[config.mk]
export PLATFORM = sky130hd
export DESIGN_NAME = bipm_top
export DESIGN_NICKNAME = d
export VERILOG_FILES = /design/src/hw/bipm_pkg.sv /design/src/hw/bipm_idle_unit.sv /design/src/hw/bipm_sync.sv /design/src/hw/bipm_top.sv
export SDC_FILE = /design/constraint.sdc
export NUM_CORES = 1
export LEC_CHECK = 0
export BUFFER_PORTS_ARGS = -buffer_cell sky130_fd_sc_hd__buf_4
export CAP_MARGIN = 40
export CORE_ASPECT_RATIO = 0.8
export CORE_MARGIN = 8
export CORE_UTILIZATION = 45
export CTS_CLUSTER_DIAMETER = 100
export CTS_CLUSTER_SIZE = 40
export DETAILED_ROUTE_END_ITERATION = 10
export PLACE_DENSITY = 0.8
export SETUP_SLACK_MARGIN = 0.4
export SYNTH_ARGS = -nofsm -noshare
export SYNTH_HDL_FRONTEND = slang
export SYNTH_HIERARCHICAL = 1
export SYNTH_SLANG_ARGS = --single-unit
[constraint.sdc]
create_clock -name mclk_in -period 1.6 [get_ports mclk_in]
set_clock_uncertainty 0.2 [all_clocks]
set_input_delay 0.24 -clock mclk_in [delete_from_list [all_inputs] [get_ports mclk_in]]
set_output_delay 0.24 -clock mclk_in [all_outputs]
set_load 0.03 [all_outputs]
[src/hw/bipm_pkg.sv]
// Constants, field positions and state codes for the bus idle power manager
// Notes on behaviour
// - Idle strobe for the idle period with the feature enabled enters power-down.
// - In power-down, host address and data are blocked and memories deselected.
// - Memories stay standby in power-down; unblocked changing PLD inputs keep PLDs awake.
// - Port D bit 2 is active-low chip select; high disables flash, SRAM, I/O select.
// - Chip select high puts memories in standby but does not block or disable PLDs.
// - First access after chip select becomes active may take slightly longer.
// - Port D bit 1 is the common clock for PLD logic and idle counter.
// - Port D bit 0 is the address strobe input watched by the idle monitor.
// - Port D bit 3 is active-low high-byte write or byte enable input.
// - Host may write power mode registers anytime; each blocking bit blocks its PLD signal.
// - Blockable PLD inputs: low address byte, three control lines, strobe, high-byte write.
// - PLD full speed is on by default; setting its control bit disables it.
// - Full speed off lets PLDs idle when inputs are stable; on draws constant current.
// - Memories stand by while inputs are stable; wake and latch on any change.
// - Strobe inactive fifteen common clock periods with feature enabled raises power-down.
// - Strobe pulsing, chip select low or reset assertion leave power-down.
// - First power mode register bit 1 enables idle power-down.
// - First power mode register bit 3 set turns PLD full speed off.
package bipm_pkg;
    // ************************************************************
    // Field positions
    // ************************************************************
    localparam int REG_W = 8;
    localparam int PM0_IDLE_EN_BIT = 1;
    localparam int PM0_FULL_SPEED_OFF_BIT = 3;
    localparam int PM0_CLK_BLOCK_BIT = 4;
    localparam int PM2_ADDR_BLOCK_BIT = 0;
    localparam int PM2_CNTL0_BLOCK_BIT = 2;
    localparam int PM2_CNTL1_BLOCK_BIT = 3;
    localparam int PM2_CNTL2_BLOCK_BIT = 4;
    localparam int PM2_STROBE_BLOCK_BIT = 5;
    localparam int PM2_WRH_BLOCK_BIT = 6;
    localparam logic [7:0] PM_RESET = 8'h00;
    localparam logic [7:0] PM0_WRITE_MASK = 8'h1a;
    localparam logic [7:0] PM2_WRITE_MASK = 8'h7d;
    // ************************************************************
    // Timing, widths and state codes
    // ************************************************************
    localparam int IDLE_PERIODS = 15;
    localparam int IDLE_CNT_W = 4;
    localparam int WAKE_PENALTY_CYCLES = 1;
    localparam int CNTL_W = 3;
    localparam int ADDR_LO_W = 8;
    localparam int DATA_W = 16;
    localparam int ADDR_W = 16;
    typedef enum logic [0:0] {
        BIPM_RUN = 1'b0,
        BIPM_DOWN = 1'b1
    } bipm_state_e;
endpackage

[src/hw/bipm_idle_unit.sv]
// Idle power-down unit: strobe watch, fifteen period counter, power-down flag
`timescale 1ns/1ps
`default_nettype none
module bipm_idle_unit
    import bipm_pkg::*;
(
    input wire logic mclk_in,
    input wire logic rst_n_in,
    input wire logic clk_tick_in,
    input wire logic strobe_in,
    input wire logic strobe_idle_level_in,
    input wire logic enable_in,
    input wire logic chip_sel_n_in,
    output logic power_down_out
);
    logic [IDLE_CNT_W-1:0] count_ff;
    logic [IDLE_CNT_W-1:0] nxt_count;
    logic strobe_prev_ff;
    logic nxt_strobe_prev;
    bipm_state_e state_ff;
    bipm_state_e nxt_state;
    logic strobe_act;
    localparam logic [IDLE_CNT_W-1:0] CNT_LAST = IDLE_CNT_W'(IDLE_PERIODS);
    // Activity is any strobe edge or the strobe sitting at its active level
    assign strobe_act = (strobe_in != strobe_prev_ff) || (strobe_in != strobe_idle_level_in);
    // Counter and flag next values
    always_comb
    begin
        nxt_count = count_ff;
        nxt_state = state_ff;
        nxt_strobe_prev = strobe_in;
        if (strobe_act)
        begin
            nxt_count = '0;
        end
        else if (enable_in && clk_tick_in && count_ff != CNT_LAST)
        begin
            nxt_count = count_ff + 1'b1;
        end
        unique case (state_ff)
            BIPM_RUN:
            begin
                if (enable_in && !strobe_act && clk_tick_in && count_ff == CNT_LAST - 1'b1)
                begin
                    nxt_state = BIPM_DOWN;
                end
            end
            BIPM_DOWN:
            begin
                if (strobe_act || !chip_sel_n_in || !enable_in)
                begin
                    nxt_state = BIPM_RUN;
                    nxt_count = '0;
                end
            end
        endcase
        if (!rst_n_in)
        begin
            nxt_count = '0;
            nxt_state = BIPM_RUN;
            nxt_strobe_prev = strobe_idle_level_in;
        end
    end
    // Register idle state
    always_ff @(posedge mclk_in)
    begin
        count_ff <= nxt_count;
        state_ff <= nxt_state;
        strobe_prev_ff <= nxt_strobe_prev;
    end
    assign power_down_out = (state_ff == BIPM_DOWN);
endmodule // bipm_idle_unit
`default_nettype wire

[src/hw/bipm_sync.sv]
// Two-flop synchroniser for pin inputs
`timescale 1ns/1ps
`default_nettype none
module bipm_sync #(
    parameter int WIDTH = 1
) (
    input wire logic mclk_in,
    input wire logic rst_n_in,
    input wire logic [WIDTH-1:0] async_in,
    output logic [WIDTH-1:0] sync_out
);
    logic [WIDTH-1:0] meta_ff;
    logic [WIDTH-1:0] sync_ff;
    logic [WIDTH-1:0] nxt_meta;
    logic [WIDTH-1:0] nxt_sync;
    // Next values of both stages
    always_comb
    begin
        nxt_meta = async_in;
        nxt_sync = meta_ff;
        if (!rst_n_in)
        begin
            nxt_meta = '0;
            nxt_sync = '0;
        end
    end
    // Register both stages
    always_ff @(posedge mclk_in)
    begin
        meta_ff <= nxt_meta;
        sync_ff <= nxt_sync;
    end
    assign sync_out = sync_ff;
endmodule // bipm_sync
`default_nettype wire

[src/hw/bipm_top.sv]
// Bus idle power manager top: pin sync, power mode registers, gating
`timescale 1ns/1ps
`default_nettype none
module bipm_top
    import bipm_pkg::*;
#(
    parameter int ADDR_WIDTH = ADDR_W,
    parameter int DATA_WIDTH = DATA_W
) (
    input wire logic mclk_in,
    input wire logic rst_n_in,

    // Port D pins
    input wire logic port_d_bit0_in,
    input wire logic port_d_bit1_in,
    input wire logic port_d_bit2_in,
    input wire logic port_d_bit3_in,

    // Pin function assignment straps
    input wire logic strobe_sel_in,
    input wire logic common_clock_sel_in,
    input wire logic chip_sel_sel_in,
    input wire logic high_write_sel_in,
    input wire logic byte_enable_mode_in,
    input wire logic strobe_idle_level_in,

    // Host bus
    input wire logic [ADDR_WIDTH-1:0] host_addr_in,
    input wire logic [DATA_WIDTH-1:0] host_data_in,
    input wire logic [CNTL_W-1:0] bus_control_inputs_in,
    input wire logic flash_sel_in,
    input wire logic sram_sel_in,
    input wire logic io_sel_in,

    // Power mode register writes
    input wire logic pm_first_wr_in,
    input wire logic pm_second_wr_in,
    input wire logic [REG_W-1:0] pm_wdata_in,

    // Outputs
    output logic [REG_W-1:0] power_mode_reg_first_out,
    output logic [REG_W-1:0] power_mode_reg_second_out,
    output logic power_down_flag_out,
    output logic [ADDR_WIDTH-1:0] mem_addr_out,
    output logic [DATA_WIDTH-1:0] mem_data_out,
    output logic flash_sel_out,
    output logic sram_sel_out,
    output logic io_register_select_out,
    output logic mem_standby_out,
    output logic first_access_slow_out,
    output logic [ADDR_LO_W-1:0] pld_addr_out,
    output logic [CNTL_W-1:0] pld_cntl_out,
    output logic pld_strobe_out,
    output logic pld_high_write_out,
    output logic pld_clock_out,
    output logic pld_full_speed_out,
    output logic pld_standby_out
);
    // ************************************************************
    // Elaboration checks
    // ************************************************************
    if (ADDR_WIDTH < ADDR_LO_W) begin : g_bad_addr
        $error("ADDR_WIDTH must be at least ADDR_LO_W");
    end
    if (DATA_WIDTH < 1) begin : g_bad_data
        $error("DATA_WIDTH must be positive");
    end

    // ************************************************************
    // Pin synchronisers
    // ************************************************************
    logic [3:0] pd_sync;
    bipm_sync #(.WIDTH(4)) u_sync (
        .mclk_in(mclk_in),
        .rst_n_in(rst_n_in),
        .async_in({port_d_bit3_in, port_d_bit2_in, port_d_bit1_in, port_d_bit0_in}),
        .sync_out(pd_sync)
    );

    logic strobe;
    logic common_clock_in;
    logic chip_sel_n;
    logic write_high_byte_n;
    logic byte_enable_strobe;

    assign strobe = strobe_sel_in ? pd_sync[0] : strobe_idle_level_in;
    assign common_clock_in = common_clock_sel_in & pd_sync[1];
    assign chip_sel_n = chip_sel_sel_in ? pd_sync[2] : 1'b0;
    assign write_high_byte_n = high_write_sel_in ? pd_sync[3] : 1'b1;
    assign byte_enable_strobe = byte_enable_mode_in ? ~write_high_byte_n : 1'b0;

    // ************************************************************
    // Common clock rise detect as one-cycle enable
    // ************************************************************
    logic clk_prev_ff;
    logic nxt_clk_prev;
    logic clk_tick;
    assign clk_tick = common_clock_in & ~clk_prev_ff;

    // ************************************************************
    // Power mode registers
    // ************************************************************
    logic [REG_W-1:0] pm0_ff;
    logic [REG_W-1:0] pm2_ff;
    logic [REG_W-1:0] nxt_pm0;
    logic [REG_W-1:0] nxt_pm2;
    logic power_down;
    bipm_idle_unit u_idle (
        .mclk_in(mclk_in),
        .rst_n_in(rst_n_in),
        .clk_tick_in(clk_tick),
        .strobe_in(strobe),
        .strobe_idle_level_in(strobe_idle_level_in),
        .enable_in(pm0_ff[PM0_IDLE_EN_BIT]),
        .chip_sel_n_in(chip_sel_n),
        .power_down_out(power_down)
    );

    // Register next values; written at any time
    always_comb
    begin
        nxt_pm0 = pm0_ff;
        nxt_pm2 = pm2_ff;
        nxt_clk_prev = common_clock_in;

        if (pm_first_wr_in)
        begin
            nxt_pm0 = pm_wdata_in & PM0_WRITE_MASK;
        end

        if (pm_second_wr_in)
        begin
            nxt_pm2 = pm_wdata_in & PM2_WRITE_MASK;
        end

        if (!rst_n_in)
        begin
            nxt_pm0 = PM_RESET;
            nxt_pm2 = PM_RESET;
            nxt_clk_prev = 1'b0;
        end
    end

    // Register mode registers and clock history
    always_ff @(posedge mclk_in)
    begin
        pm0_ff <= nxt_pm0;
        pm2_ff <= nxt_pm2;
        clk_prev_ff <= nxt_clk_prev;
    end

    // ************************************************************
    // Output gating
    // ************************************************************
    logic [ADDR_WIDTH-1:0] addr_ff;
    logic [ADDR_WIDTH-1:0] nxt_addr;
    logic [DATA_WIDTH-1:0] data_ff;
    logic [DATA_WIDTH-1:0] nxt_data;
    logic [ADDR_LO_W-1:0] paddr_ff;
    logic [ADDR_LO_W-1:0] nxt_paddr;
    logic [CNTL_W-1:0] pcntl_ff;
    logic [CNTL_W-1:0] nxt_pcntl;
    logic fsel_ff;
    logic nxt_fsel;
    logic ssel_ff;
    logic nxt_ssel;
    logic iosel_ff;
    logic nxt_iosel;
    logic mstb_ff;
    logic nxt_mstb;
    logic slow_ff;
    logic nxt_slow;
    logic pstr_ff;
    logic nxt_pstr;
    logic pwrh_ff;
    logic nxt_pwrh;
    logic pclk_ff;
    logic nxt_pclk;
    logic pfull_ff;
    logic nxt_pfull;
    logic pstb_ff;
    logic nxt_pstb;
    logic pdn_ff;
    logic nxt_pdn;
    logic csn_prev_ff;
    logic nxt_csn_prev;
    logic pld_change;

    // Any unblocked PLD input changing versus its last registered value
    assign pld_change = (nxt_paddr != paddr_ff) || (nxt_pcntl != pcntl_ff)
        || (nxt_pstr != pstr_ff) || (nxt_pwrh != pwrh_ff) || (nxt_pclk != pclk_ff);

    always_comb
    begin
        nxt_addr = power_down ? addr_ff : host_addr_in;
        nxt_data = power_down ? data_ff : host_data_in;

        // chip select high disables memories and I/O select
        // chip select does not touch PLD paths
        nxt_fsel = flash_sel_in & ~power_down & ~chip_sel_n;
        nxt_ssel = sram_sel_in & ~power_down & ~chip_sel_n;
        nxt_iosel = io_sel_in & ~power_down & ~chip_sel_n;

        // memories stand by while inputs are stable
        // memories stay standby in power-down whatever the bus does
        nxt_mstb = power_down || chip_sel_n
            || ((nxt_addr == addr_ff) && (nxt_data == data_ff));

        // first access after select may take longer
        nxt_slow = csn_prev_ff & ~chip_sel_n;
        nxt_csn_prev = chip_sel_n;

        nxt_paddr = pm2_ff[PM2_ADDR_BLOCK_BIT] || power_down ? paddr_ff : host_addr_in[ADDR_LO_W-1:0];
        nxt_pcntl = pcntl_ff;
        if (!power_down)
        begin
            nxt_pcntl[0] = pm2_ff[PM2_CNTL0_BLOCK_BIT] ? pcntl_ff[0] : bus_control_inputs_in[0];
            nxt_pcntl[1] = pm2_ff[PM2_CNTL1_BLOCK_BIT] ? pcntl_ff[1] : bus_control_inputs_in[1];
            nxt_pcntl[2] = pm2_ff[PM2_CNTL2_BLOCK_BIT] ? pcntl_ff[2] : bus_control_inputs_in[2];
        end

        nxt_pstr = pm2_ff[PM2_STROBE_BLOCK_BIT] || power_down ? pstr_ff : strobe;
        nxt_pwrh = pm2_ff[PM2_WRH_BLOCK_BIT] || power_down ? pwrh_ff
            : (byte_enable_mode_in ? byte_enable_strobe : write_high_byte_n);

        // Clock to PLDs blockable; idle unit sees it regardless
        nxt_pclk = pm0_ff[PM0_CLK_BLOCK_BIT] ? pclk_ff : common_clock_in;

        // full speed on unless bit set
        // bit 3 turns full speed off
        nxt_pfull = ~pm0_ff[PM0_FULL_SPEED_OFF_BIT];

        // standby only when full speed off and inputs stable
        nxt_pstb = pm0_ff[PM0_FULL_SPEED_OFF_BIT] & ~pld_change;

        nxt_pdn = power_down;

        if (!rst_n_in)
        begin
            nxt_addr = '0;
            nxt_data = '0;
            nxt_fsel = 1'b0;
            nxt_ssel = 1'b0;
            nxt_iosel = 1'b0;
            nxt_mstb = 1'b1;
            nxt_slow = 1'b0;
            nxt_csn_prev = 1'b0;
            nxt_paddr = '0;
            nxt_pcntl = '0;
            nxt_pstr = 1'b0;
            nxt_pwrh = 1'b0;
            nxt_pclk = 1'b0;
            nxt_pfull = 1'b1;
            nxt_pstb = 1'b0;
            nxt_pdn = 1'b0;
        end
    end

    // Register the gated outputs
    always_ff @(posedge mclk_in)
    begin
        addr_ff <= nxt_addr;
        data_ff <= nxt_data;
        fsel_ff <= nxt_fsel;
        ssel_ff <= nxt_ssel;
        iosel_ff <= nxt_iosel;
        mstb_ff <= nxt_mstb;
        slow_ff <= nxt_slow;
        csn_prev_ff <= nxt_csn_prev;
        paddr_ff <= nxt_paddr;
        pcntl_ff <= nxt_pcntl;
        pstr_ff <= nxt_pstr;
        pwrh_ff <= nxt_pwrh;
        pclk_ff <= nxt_pclk;
        pfull_ff <= nxt_pfull;
        pstb_ff <= nxt_pstb;
        pdn_ff <= nxt_pdn;
    end

    // Outputs straight from their flip-flops
    assign power_mode_reg_first_out = pm0_ff;
    assign power_mode_reg_second_out = pm2_ff;
    assign power_down_flag_out = pdn_ff;
    assign mem_addr_out = addr_ff;
    assign mem_data_out = data_ff;
    assign flash_sel_out = fsel_ff;
    assign sram_sel_out = ssel_ff;
    assign io_register_select_out = iosel_ff;
    assign mem_standby_out = mstb_ff;
    assign first_access_slow_out = slow_ff;
    assign pld_addr_out = paddr_ff;
    assign pld_cntl_out = pcntl_ff;
    assign pld_strobe_out = pstr_ff;
    assign pld_high_write_out = pwrh_ff;
    assign pld_clock_out = pclk_ff;
    assign pld_full_speed_out = pfull_ff;
    assign pld_standby_out = pstb_ff;
endmodule // bipm_top
`default_nettype wire

==> out/metrics.yaml <==
run_status:
  outcome: "complete, but fails checks"
  violations: "hold timing"
cells_and_area:
  drive_gt1_share_pct: 50.4
  seqCellArea_um2: 1750
  multi_input_area_um2: 2060
  utilization_pct: 81.5
  nets: 642
  layout.cells.non_filler: 693
  diodes: 0
  area_delta_synth_final_pct: 78.0
  fillers: 448
routing:
  wirelength_um: 12900
  wl_met1_um: 4950
  maxUsedRoutingLayer: "met4"
  drt_iter0_markers: 156
  drc: 0
  first_pass_iters: 7
  routed-wl-met2_um: 6960
  ant_nets: 0
  viasPerCell: 5.21
  detailroute.via_count: 3610
  avgRoutedWirePerCell_um: 18.7
  wl_met3_um: 719
setup_path:
  critPathMaxFanout: 2
  path_class: "flip-flop to flip-flop"
  cp.arrival_ns: 1.63
  path_cells: "nand2b_4, o2111ai_4, a2111oi_4, o32ai_2, nor4_2"
  cp-start-kind: "flip-flop"
  cp_slowest_cell: "a2111oi_4"
  cp.required_ns: 1.66
  r2r_cells: 5
  crit_path_end_kind: "flip-flop"
  max_stage_delay_ns: 0.39
logic_synthesis:
  yosysWarnings: 6
  avgSynthCellArea_um2: 9.72
  syn_inst: 369
  synthFlopType: "dfxtp_1"
  netlist_area_um2: 3590
  seq_area_frac_synth_pct: 44.1
  yosys.area.top_type: "dfxtp_1"
  synth.distinct_cells: 51
  ys_top_cells_by_area: "dfxtp_1 44%, mux2i_1 12%, nor2b_1 7.7%, xor2_1 4.6%, nand2_1 2.7%"
  synth_edf_count: 0
  ys_seq_elements: 79
  synth_async_sr_flop_share_pct: 0
  yosysMostFrequentCell: "dfxtp_1"
  synth_common_cells: "79 x dfxtp_1, 44 x mux2i_1, 44 x nor2b_1"
  yosysTopAreaCellShare_pct: 44.1
clock_network:
  cts-root-buf: "clkbuf_8"
  tritoncts: "built"
  cts.clk_slew.worst_paths_ns: 0.09
  cts_buffer_depth: 2
  cts.sinks: 79
  htreeDepth: 3
  cts_made_buffers: 9
  clk_latency_ns: 0.35
  cts-hold-fix-buffers: 49
grt:
  antenna_found_initial: 0
  grt_pass1_wl_um: 19500
  grtUsageTotal_pct: 22.3
  overflow: 0
  grt_pass1_vias: 3786
  grt_max_degree: 24
power:
  power.switching_mw: 1.38
  pwr-share-comb_pct: 24.5
  p_int_mw: 3.30
  seqPwrFrac_pct: 46.2
  vdd.ir_drop.worst_v: 0.000536
  p_per_area_nw_per_um2: 732
  leakagePower_nw: 2.70
  switching_share_pct: 29.5
  power_frac_clock_pct: 29.3
placed_design:
  gp_congestion: 0.810
  hpwl_um: 7640
  io_buffers: 121
  placed_cells: 598
floorplan:
  dieWidth_um: 116
  placementRows: 29
  placeableCoreArea_um2: 7840
  start_util_pct: 45.8
  die_h_um: 95.9
  die_area_um2: 11100
  ios: 130
sta:
  grt_setup_unrepaired: "yes"
  fmax_mhz: 634
  hold_viol_final: 2
  finalCritPeriodShare_pct: 98.5
  fin_crit_ns: 1.58
  report.final.slew_viol_count: 0
  fin_hold_ws_ns: -0.0814
  setup-violations-final: 0
worst_hold_path:
  min_path_cells: 2
  min_path_type: "input port to flip-flop"
job:
  max_cap_viol_count: 0
==> kinds of logic after synthesis <==
family,count (synthesis),synth area share (%)
adder cells (fa/ha/maj),2,0.697
AO/OA/AOI/OAI,52,11.3
flip-flops,79,44.1
AND/OR/NAND/NOR,124,19.6
buffers and inverters,40,5.33
XOR/XNOR,26,6.35
other,1,0.105
multiplexers,45,12.6
==> worst max-delay path: cells and delay by family, from the launching register on <==
| kind | cells | cell delay [ns] |
|---|---|---|
| compound gates | 3 | 0.67 |
| flops | 1 | 0.36 |
| simple gates | 2 | 0.25 |
==> sequential cells by signal (all words and copies together), names as in the netlist, 3 cells and up <==
name	flops
mem_addr_out	16
mem_data_out	16
pld_addr_out	8
power_mode_reg_second_out	6
u_idle/count_ff	4
u_sync/meta_ff	4
u_sync/sync_out	4
pld_cntl_out	3
power_mode_reg_first_out	3
==> stage by stage <==
stage          power [mW]  TNS [ns]  cell area (µm²)  setup slack, ns  hold slack, ns
6_report             4.67         0             6390           0.0239         -0.0814
4_1_cts              4.62         0             6210           0.0550         -0.0977
2_1_floorplan        2.67         0             3760            0.147           0.162
5_1_grt              4.85   -0.0552             6390          -0.0548         -0.0912
3_3_place_gp         3.02         0             4770           0.0316           0.219
3_5_place_dp         3.04  -0.00345             4770         -0.00270           0.216
==> cell type report <==
class / count / area share, %
Timing Repair Buffer: 216 / 34.5
Multi-Input combinational cell: 256 / 32.2
Sequential cell: 79 / 27.3
Clock buffer: 13 / 2.51
Tap cell: 108 / 2.12
Inverter: 18 / 1.06
Clock inverter: 3 / 0.255
==> worst paths after layout <==
path | start | endpoint | slack (ns)
min | rst_n_in | pld_full_speed_out | -0.08
min reg2reg | u_sync/meta_ff[3] | u_sync/sync_out[3] | 0.25
max reg2reg | pld_addr_out[2] | pld_standby_out | 0.02
max | pld_addr_out[2] | pld_standby_out | 0.02
==> power groups by stage <==
| stage | clock network [mW] | logic (mW) | registers [mW] |
|---|---|---|---|
| 2_1_floorplan | 0 | 0.310 | 2.36 |
| 6_report | 1.37 | 1.14 | 2.16 |
| 3_5_place_dp | 0 | 0.843 | 2.20 |
| 5_1_grt | 1.48 | 1.21 | 2.17 |
| 4_1_cts | 1.39 | 1.07 | 2.16 |
| 3_3_place_gp | 0 | 0.825 | 2.19 |
==> routing by layer <==
metal  vias to the layer above  GRT usage, %
li1                       1688             -
met1                      1766          24.5
met2                       131          41.8
met3                        25          5.39
met4                         0          6.89
met5                         -             0
==> what timing repair did <==
item,CTS,global route
setup endpoints to repair,117,119
gates resized for setup,137,54
pin swaps,7,13
buffers inserted,25,1
cloned,4,0
hold endpoints to repair,53,2
==> placed cells by master, fill, tap and decap left out, types with 7 or more instances in the layout <==
cell / instances
dfxtp_2: 35
inv_1: 14
nor2b_1: 44
dfxtp_1: 12
buf_6: 77
conb_1: 7
a21boi_1: 9
dfxtp_4: 32
xor2_1: 18
mux2i_1: 38
buf_4: 78
clkbuf_8: 9
and2_1: 10
nand2_1: 23
dlygate4sd3_1: 49
Note: power is estimated with default switching activity, not from simulation.
